`src/logic/comp_ctrl_pkg.sv`:
```
// constants, codes and state type for the comparator control logic
package comp_ctrl_pkg;

   // register byte offsets
   localparam logic [11:0] OFS_TASK_START = 12'h000;
   localparam logic [11:0] OFS_TASK_STOP = 12'h004;
   localparam logic [11:0] OFS_TASK_SAMPLE = 12'h008;
   localparam logic [11:0] OFS_EV_READY = 12'h100;
   localparam logic [11:0] OFS_EV_DOWN = 12'h104;
   localparam logic [11:0] OFS_EV_UP = 12'h108;
   localparam logic [11:0] OFS_EV_CROSS = 12'h10C;
   localparam logic [11:0] OFS_SHORTS = 12'h200;
   localparam logic [11:0] OFS_INTEN = 12'h300;
   localparam logic [11:0] OFS_INTENSET = 12'h304;
   localparam logic [11:0] OFS_INTENCLR = 12'h308;
   localparam logic [11:0] OFS_RESULT = 12'h400;
   localparam logic [11:0] OFS_ENABLE = 12'h500;
   localparam logic [11:0] OFS_PSEL = 12'h504;
   localparam logic [11:0] OFS_REF_SOURCE = 12'h508;
   localparam logic [11:0] OFS_EXT_REF_PIN = 12'h50C;
   localparam logic [11:0] OFS_THRESHOLD = 12'h530;
   localparam logic [11:0] OFS_MODE = 12'h534;
   localparam logic [11:0] OFS_HYSTERESIS = 12'h538;

   // event and shortcut bit indices
   localparam int EV_READY = 0;
   localparam int EV_DOWN = 1;
   localparam int EV_UP = 2;
   localparam int EV_CROSS = 3;
   localparam int SH_READY_SAMPLE = 0;
   localparam int SH_READY_STOP = 1;
   localparam int SH_DOWN_STOP = 2;
   localparam int SH_UP_STOP = 3;
   localparam int SH_CROSS_STOP = 4;

   // field positions
   localparam int THRESH_LOWER_LSB = 0;
   localparam int THRESH_UPPER_LSB = 8;
   localparam int MODE_SPEED_LSB = 0;
   localparam int MODE_DIFF_BIT = 8;
   localparam int LADDER_BITS = 6;
   localparam int LADDER_LEVELS = 64;

   // field codes
   localparam logic [1:0] ENABLE_ON = 2'h2;
   localparam logic [1:0] SPEED_LOW_POWER = 2'h0;
   localparam logic [1:0] SPEED_NORMAL = 2'h1;
   localparam logic [1:0] SPEED_HIGH = 2'h2;
   localparam logic [2:0] PSEL_DIVIDED_HIGH_SUPPLY = 3'h7;
   localparam logic [2:0] REF_INT_1V2 = 3'h0;
   localparam logic [2:0] REF_INT_1V8 = 3'h1;
   localparam logic [2:0] REF_INT_2V4 = 3'h2;
   localparam logic [2:0] REF_SUPPLY = 3'h4;
   localparam logic [2:0] ANALOG_PIN_REFERENCE_OPTION = 3'h5;

   // startup timing, times in ns, counts in cycles (load value is count - 1)
   localparam int CLK_PERIOD_NS = 10;
   localparam int T_INT_REF_START_NS = 5000;
   localparam int T_COMP_START_NS = 2000;
   localparam int INT_REF_START_CYC = (T_INT_REF_START_NS + CLK_PERIOD_NS - 1) / CLK_PERIOD_NS;
   localparam int COMP_START_CYC = (T_COMP_START_NS + CLK_PERIOD_NS - 1) / CLK_PERIOD_NS;
   localparam logic [15:0] INT_REF_START_LOAD = 16'(INT_REF_START_CYC - 1);
   localparam logic [15:0] COMP_START_LOAD = 16'(COMP_START_CYC - 1);

   // run sequencing states
   typedef enum logic [1:0] {
      ST_IDLE = 2'b00,
      ST_STARTING = 2'b01,
      ST_RUNNING = 2'b10
   } run_state_t;

   // complete block state
   typedef struct packed {
      run_state_t st;
      logic ack;
      logic [31:0] rdata;
      logic sync1;
      logic sync2;
      logic prev;
      logic [3:0] events;
      logic [4:0] shorts;
      logic [3:0] inten;
      logic result;
      logic [1:0] enable;
      logic [2:0] psel;
      logic [2:0] ref_source;
      logic [2:0] extref;
      logic [5:0] thresh_lo;
      logic [5:0] thresh_hi;
      logic [1:0] speed;
      logic diff;
      logic hysteresis_en;
      logic [5:0] ladder;
      logic [15:0] cnt;
   } comp_state_t;

   localparam comp_state_t STATE_RST = '0;

endpackage

```
`src/logic/comparator_control_logic.sv`:
```
// register slave, run sequencing and event logic of the voltage comparator
//
// Summary of operation
// RULE_01 - start task runs, stop task halts comparator
// RULE_02 - ready event only once output valid
// RULE_03 - startup delay depends on reference type
// RULE_04 - every crossing while running makes event
// RULE_05 - up, down events; cross on both
// RULE_06 - differential or single-ended mode selectable
// RULE_07 - low-power, normal or high-speed setting
// RULE_08 - positive input from pin or divided supply
// RULE_09 - differential negative input from chosen pin
// RULE_10 - single-ended reference: supply, pin, internal
// RULE_11 - pins connect as soon as enabled
// RULE_12 - differential hysteresis enable adds hysteresis
// RULE_13 - sample task captures instantaneous output
// RULE_14 - software configures differential before enabling
// RULE_15 - differential hysteresis symmetric half span
// RULE_16 - software configures single-ended before enabling
// RULE_17 - ladder gives upper and lower thresholds
// RULE_18 - ladder has sixty-four selectable levels
// RULE_19 - pin reference picked by external select
// RULE_20 - above uses lower threshold, below upper
// RULE_21 - hysteresis enable ignored in single-ended mode
// RULE_22 - result zero below, one above
// RULE_23 - shortcut samples result on ready event
// RULE_24 - event flags sticky, gated onto interrupt
//
// Decided for this implementation: the placing of the registers and the Avalon-MM register port.
`timescale 1ns/1ps
module comparator_control_logic
   import comp_ctrl_pkg::*;
(
   // clock and reset
   input wire logic mclk_i,
   input wire logic rst_n_i,
   // avalon-mm slave
   input wire logic [11:0] address_i,
   input wire logic read_i,
   input wire logic write_i,
   input wire logic [31:0] writedata_i,
   input wire logic [3:0] byteenable_i,
   output logic [31:0] readdata_o,
   output logic waitrequest_o,
   // analog core output
   input wire logic comp_out_i,
   // analog core control
   output logic analog_connect_o,
   output logic core_on_o,
   output logic diff_mode_o,
   output logic diff_hysteresis_on_o,
   output logic [1:0] speed_o,
   output logic [2:0] pos_sel_o,
   output logic [2:0] ext_ref_sel_o,
   output logic [2:0] ref_src_o,
   output logic [5:0] ladder_level_o,
   // status
   output logic ready_o,
   output logic irq_o
);

   comp_state_t s;
   comp_state_t n;
   logic req;
   logic wr;
   logic en;
   logic start_task;
   logic stop_task;
   logic sample_task;
   logic ready_pulse;
   logic up_pulse;
   logic down_pulse;
   logic [3:0] ev_set;
   logic [31:0] rd;
   logic [31:0] old_word;
   logic [31:0] wword;

   // byte-lane merge of a write onto the current word
   function automatic logic [31:0] merge(input logic [31:0] old, input logic [31:0] d,
                                         input logic [3:0] be);
      logic [31:0] r;
      r = old;
      for (int i = 0; i < 4; i++) begin
         if (be[i]) begin
            r[i*8 +: 8] = d[i*8 +: 8];
         end
      end
      return r;
   endfunction

   // readback word of the addressed register
   always_comb begin
      rd = 32'h0000_0000;
      case (address_i)
         OFS_EV_READY: rd[0] = s.events[EV_READY];
         OFS_EV_DOWN: rd[0] = s.events[EV_DOWN];
         OFS_EV_UP: rd[0] = s.events[EV_UP];
         OFS_EV_CROSS: rd[0] = s.events[EV_CROSS];
         OFS_SHORTS: rd[4:0] = s.shorts;
         OFS_INTEN: rd[3:0] = s.inten;
         OFS_INTENSET: rd[3:0] = s.inten;
         OFS_INTENCLR: rd[3:0] = s.inten;
         // RULE_22 result polarity
         OFS_RESULT: rd[0] = s.result;
         OFS_ENABLE: rd[1:0] = s.enable;
         OFS_PSEL: rd[2:0] = s.psel;
         OFS_REF_SOURCE: rd[2:0] = s.ref_source;
         OFS_EXT_REF_PIN: rd[2:0] = s.extref;
         OFS_THRESHOLD: begin
            rd[THRESH_LOWER_LSB +: LADDER_BITS] = s.thresh_lo;
            rd[THRESH_UPPER_LSB +: LADDER_BITS] = s.thresh_hi;
         end
         OFS_MODE: begin
            rd[MODE_SPEED_LSB +: 2] = s.speed;
            rd[MODE_DIFF_BIT] = s.diff;
         end
         OFS_HYSTERESIS: rd[0] = s.hysteresis_en;
         default: rd = 32'h0000_0000;
      endcase
   end

   // next state of the whole block
   always_comb begin
      n = s;
      req = read_i | write_i;
      wr = write_i & s.ack;
      en = (s.enable == ENABLE_ON);
      old_word = rd;
      wword = merge(old_word, writedata_i, byteenable_i);
      ready_pulse = 1'b0;
      up_pulse = 1'b0;
      down_pulse = 1'b0;
      // one wait cycle, read data registered before release
      n.ack = req & ~s.ack;
      if (read_i & ~s.ack) begin
         n.rdata = rd;
      end
      n.sync1 = comp_out_i;
      n.sync2 = s.sync1;
      start_task = wr & (address_i == OFS_TASK_START) & wword[0];
      stop_task = wr & (address_i == OFS_TASK_STOP) & wword[0];
      sample_task = wr & (address_i == OFS_TASK_SAMPLE) & wword[0];
      // configuration writes
      if (wr) begin
         case (address_i)
            OFS_EV_READY: n.events[EV_READY] = wword[0];
            OFS_EV_DOWN: n.events[EV_DOWN] = wword[0];
            OFS_EV_UP: n.events[EV_UP] = wword[0];
            OFS_EV_CROSS: n.events[EV_CROSS] = wword[0];
            OFS_SHORTS: n.shorts = wword[4:0];
            OFS_INTEN: n.inten = wword[3:0];
            OFS_INTENSET: n.inten = s.inten | wword[3:0];
            OFS_INTENCLR: n.inten = s.inten & ~wword[3:0];
            OFS_ENABLE: n.enable = wword[1:0];
            OFS_PSEL: n.psel = wword[2:0];
            OFS_REF_SOURCE: n.ref_source = wword[2:0];
            OFS_EXT_REF_PIN: n.extref = wword[2:0];
            OFS_THRESHOLD: begin
               n.thresh_lo = wword[THRESH_LOWER_LSB +: LADDER_BITS];
               n.thresh_hi = wword[THRESH_UPPER_LSB +: LADDER_BITS];
            end
            OFS_MODE: begin
               n.speed = wword[MODE_SPEED_LSB +: 2];
               n.diff = wword[MODE_DIFF_BIT];
            end
            // RULE_21 write dropped single-ended
            OFS_HYSTERESIS: n.hysteresis_en = s.diff ? wword[0] : s.hysteresis_en;
            default: n = n;
         endcase
      end
      // RULE_13 sample task capture
      if (sample_task & en) begin
         n.result = s.sync2;
      end
      // run sequencing
      case (s.st)
         ST_IDLE: begin
            // RULE_01 start when enabled
            if (start_task & en) begin
               n.st = ST_STARTING;
               // RULE_03 startup delay choice
               if (!s.diff && (s.ref_source == REF_INT_1V2 || s.ref_source == REF_INT_1V8 ||
                               s.ref_source == REF_INT_2V4)) begin
                  n.cnt = INT_REF_START_LOAD;
               end else begin
                  n.cnt = COMP_START_LOAD;
               end
            end
         end
         ST_STARTING: begin
            if (stop_task | ~en) begin
               n.st = ST_IDLE;
            end else if (s.cnt == 16'h0000) begin
               // RULE_02 ready after startup
               ready_pulse = 1'b1;
               n.prev = s.sync2;
               n.st = s.shorts[SH_READY_STOP] ? ST_IDLE : ST_RUNNING;
               // RULE_23 ready to sample shortcut
               if (s.shorts[SH_READY_SAMPLE]) begin
                  n.result = s.sync2;
               end
            end else begin
               n.cnt = s.cnt - 16'h0001;
            end
         end
         ST_RUNNING: begin
            // RULE_04 crossing detection
            up_pulse = s.sync2 & ~s.prev;
            down_pulse = ~s.sync2 & s.prev;
            n.prev = s.sync2;
            // RULE_01 stop task or shortcut
            if (stop_task | ~en |
                (up_pulse & (s.shorts[SH_UP_STOP] | s.shorts[SH_CROSS_STOP])) |
                (down_pulse & (s.shorts[SH_DOWN_STOP] | s.shorts[SH_CROSS_STOP]))) begin
               n.st = ST_IDLE;
            end
         end
         default: n.st = ST_IDLE;
      endcase
      // RULE_05 event classification
      ev_set = 4'h0;
      ev_set[EV_READY] = ready_pulse;
      ev_set[EV_UP] = up_pulse;
      ev_set[EV_DOWN] = down_pulse;
      ev_set[EV_CROSS] = up_pulse | down_pulse;
      // RULE_24 set wins over clear
      n.events = n.events | ev_set;
      // RULE_20 ladder follows output
      n.ladder = s.sync2 ? s.thresh_lo : s.thresh_hi;
   end

   // state register
   always_ff @(posedge mclk_i) begin
      if (!rst_n_i) begin
         s <= STATE_RST;
      end else begin
         s <= n;
      end
   end

   // bus outputs
   assign waitrequest_o = req & ~s.ack;
   assign readdata_o = s.rdata;

   // RULE_11 pins connected while enabled
   assign analog_connect_o = (s.enable == ENABLE_ON);
   assign core_on_o = (s.st != ST_IDLE);
   assign ready_o = (s.st == ST_RUNNING);
   // RULE_06 main mode to core
   assign diff_mode_o = s.diff;
   // RULE_12 RULE_15 differential hysteresis enable
   assign diff_hysteresis_on_o = s.diff & s.hysteresis_en;
   // RULE_07 speed setting to core
   assign speed_o = s.speed;
   // RULE_08 positive input select
   assign pos_sel_o = s.psel;
   // RULE_09 RULE_19 external pin select
   assign ext_ref_sel_o = s.extref;
   // RULE_10 reference source select
   assign ref_src_o = s.ref_source;
   // RULE_17 RULE_18 active ladder level
   assign ladder_level_o = s.ladder;
   // RULE_24 masked event interrupt
   assign irq_o = |(s.events & s.inten);

   // helper: cycles spent starting and the delay expected
   logic [15:0] cyc_r;
   logic [15:0] exp_r;
   always_ff @(posedge mclk_i) begin
      if (!rst_n_i) begin
         cyc_r <= 16'h0000;
         exp_r <= 16'h0000;
      end else begin
         cyc_r <= (n.st == ST_STARTING && s.st == ST_STARTING) ? cyc_r + 16'h0001 : 16'h0000;
         exp_r <= (s.st == ST_IDLE) ? n.cnt : exp_r;
      end
   end
endmodule

```
`config.mk`:
```
export PLATFORM = sky130hd
export DESIGN_NAME = comparator_control_logic
export DESIGN_NICKNAME = d
export VERILOG_FILES = /design/src/logic/comp_ctrl_pkg.sv /design/src/logic/comparator_control_logic.sv
export SDC_FILE = /design/constraint.sdc
export NUM_CORES = 1
export LEC_CHECK = 0
export ABC_CLOCK_PERIOD_IN_PS = 8800
export CAP_MARGIN = 25
export CORE_AREA = 2 2 105 107
export CTS_BUF_LIST = sky130_fd_sc_hd__clkbuf_16
export CTS_CLUSTER_DIAMETER = 40
export DETAILED_ROUTE_END_ITERATION = 8
export DIE_AREA = 0 0 107 109
export DONT_BUFFER_PORTS = 1
export HOLD_SLACK_MARGIN = 0.15
export SLEW_MARGIN = 20
export SYNTH_ARGS = -nofsm -noshare
export SYNTH_HDL_FRONTEND = slang
export SYNTH_SLANG_ARGS = --single-unit
```
`constraint.sdc`:
```
create_clock -name mclk_i -period 8.8 [get_ports mclk_i]
set_clock_uncertainty 0.1 [all_clocks]
set_input_delay 1.76 -clock mclk_i [delete_from_list [all_inputs] [get_ports mclk_i]]
set_output_delay 1.76 -clock mclk_i [all_outputs]
set_load 0.03 [all_outputs]
```
==> impl_metrics.yaml <==
flow_run:
  max-cap-violations: 0
global_routing:
  grt_pass1_vias: 3533
  track_usage_pct: 20.1
  grt_pass1_wl_um: 18500
  grt.busiest_layer: "met2"
  grt_util_met3_pct: 5.38
  met2_usage_pct: 33.8
  grt_max_degree: 67
  gr-total-overflow: 0
  use_met1_pct: 25.4
  antenna_found_initial: 0
sta:
  drv_slew: 0
  max_slew_margin_pct: 47.4
  fin_crit_sh_pct: 50.7
  worst_slew_pin_slew_ns: 0.789
  finalSetupTns_ns: 0
  worst_slack_ns: 4.34
  rsz0062_at_grt: "false"
  period_minus_slack_ns: 4.46
  setup_violations: 0
  max_freq_mhz: 224
  hold_viol: 0
worst_setup_path:
  cp_slowest_cell: "o21a_1"
  critPathBufInv: 1
  path_class: "input pin to flop"
  arrival_ns: 4.58
  cp_cell_sequence: "nor4_1 -> and4_1 -> a211o_1 -> o21a_1 -> a21oi_1 -> buf_4 -> nand2b_1 -> mux2i_1"
  r2r_slack_ns: 5.57
  cp.required_ns: 8.92
  cp_max_fo: 20
  start_kind: "input pin"
  cpPeakStageDelay_ns: 0.65
  critPathTopFamily: "compound AO/OA/AOI/OAI gates"
  endpoint_kind: "flop"
routing:
  drc: 0
  ant_nets: 0
  viasPerCell: 5.72
  initialDrtViolationCount: 209
  routed_wirelength_um: 11300
  vias: 3799
  first_pass_iters: 5
  post_drt_wl_per_cell_um: 17.0
cells_and_area:
  drive_gt1_share_pct: 8.21
  post-route-util_pct: 44.4
  fin_nets: 576
  multi_input_area_sq_um: 2510
  fillCellCount: 1066
  seq_area_sq_um: 1620
  n_antenna_cell: 0
  syn_to_final_growth_pct: 2.36
die:
  start_util_pct: 43.4
  core_sq_um: 10600
  rows: 38
  die_area_sq_um: 11700
  dieWidth_um: 107
  io-pin-count: 109
  die_h_um: 109
pwr:
  powerDensity_nw_per_um2: 176
  ir_drop_mv: 0.0843
  p_leak_nw: 1.75
synthesis:
  synth_area_sq_um: 4600
  avgSynthCellArea_sq_um: 8.16
  ys.flop_type: "dfxtp_1"
  async_flop_share_pct: 0
  ys_seq_area_share_pct: 35.2
  synth_cell_types: 64
  ys.warnings.count: 0
  ys_ff_latch: 81
  synth_edf_count: 0
  syn_inst: 564
cts:
  clk_pin_slew_ns: 0.06
  postCtsSetupBuffers: 0
  clock-sinks: 81
  cts_buffers: 9
  root_buffer: "clkbuf_16"
  cts_resized: 0
  cts_tree: "done"
  clk_path_buf_depth: 2
  h-tree-depth: 3
  clk_latency_ns: 0.34
  holdBufCountCts: 0
placement:
  dpl.hpwl_um: 8030
  place_ws_ns: 3.99
  port_buffers: 0
  place_congestion: 0.852
min_path:
  hp-class: "flop to flop"
run_status:
  outcome: "finished clean"
[registers in the layout, summed over array words and instances, names as in the netlist]
signal          count
diff_mode_o         1
pos_sel_o           3
s                  51
ladder_level_o      6
readdata_o         12
speed_o             2
ext_ref_sel_o       3
ref_src_o           3
[cell type report]
| type | instances | share of cell area (%) |
|---|---|---|
| Tap cell | 140 | 3.72 |
| Inverter | 11 | 0.876 |
| Multi-Input combinational cell | 410 | 53.2 |
| Timing Repair Buffer | 6 | 0.876 |
| Clock inverter | 7 | 2.15 |
| Clock buffer | 9 | 4.78 |
| Sequential cell | 81 | 34.4 |
[metal layers]
layer	vias to the layer above	wire length [um]
met5	-	0
met4	0	156
met3	17	723
met2	123	5360
met1	1809	5070
li1	1850	-
[cells in the final DEF, fill, tap and decap left out, drive strengths merged, types with 9 or more instances in the layout]
cell type	instances
dfxtp	81
nand2	65
nor2	57
a21oi	47
mux2i	37
nand3	29
conb	20
nor3	14
nand2b	13
inv	13
mux2	10
clkbuf	9
[cells in the mapped netlist, types with 7 or more instances]
master,instances,area (sq um)
mux2i_1,37,370
a22oi_1,7,52.6
nand2b_1,13,81.3
nand4_1,7,43.8
nor3_1,14,70.1
buf_4,49,368
nand3_1,29,145
clkbuf_1,24,90.1
nand2_1,65,244
a31oi_1,7,43.8
mux2_2,9,101
inv_1,11,41.3
a21oi_1,47,235
nor2_1,57,214
dfxtp_1,81,1620
[where the power goes]
group	switching [mW]	internal (mW)	total [mW]
combinational	0.0323	0.00970	0.0420
clock	0.162	0.252	0.414
sequential	0.00563	0.369	0.374
total	0.200	0.630	0.830
[through the flow]
step / instances / hold slack (ns) / power [mW] / area (sq um)
after floorplan: 583 / 0.312 / 0.430 / 4670
after global placement: 646 / 0.317 / 0.424 / 4370
after detailed placement: 648 / 0.321 / 0.425 / 4390
after CTS: 664 / 0.330 / 0.837 / 4710
after global routing: 664 / 0.353 / 0.860 / 4710
final: 664 / 0.326 / 0.830 / 4710
[kinds of logic after synthesis]
group / after synthesis / synth area share, %
adder cells (fa/ha/maj): 4 / 1.09
flip-flops: 81 / 35.2
buffers and inverters: 92 / 12.0
XOR/XNOR: 1 / 0.190
AO/OA/AOI/OAI: 104 / 15.5
other: 1 / 0.0815
multiplexers: 47 / 10.6
AND/OR/NAND/NOR: 234 / 25.3
[path summary, 6_finish.rpt]
| path | cells after the start | from | end |
|---|---|---|---|
| setup / recovery | 8 | address_i[4] | s[14] |
| hold / removal | 1 | s[65] | s[64] |
| setup reg to reg | 9 | pos_sel_o[0] | s[14] |
| hold reg to reg | 1 | s[65] | s[64] |
Note: power is estimated with default switching activity, not from simulation.
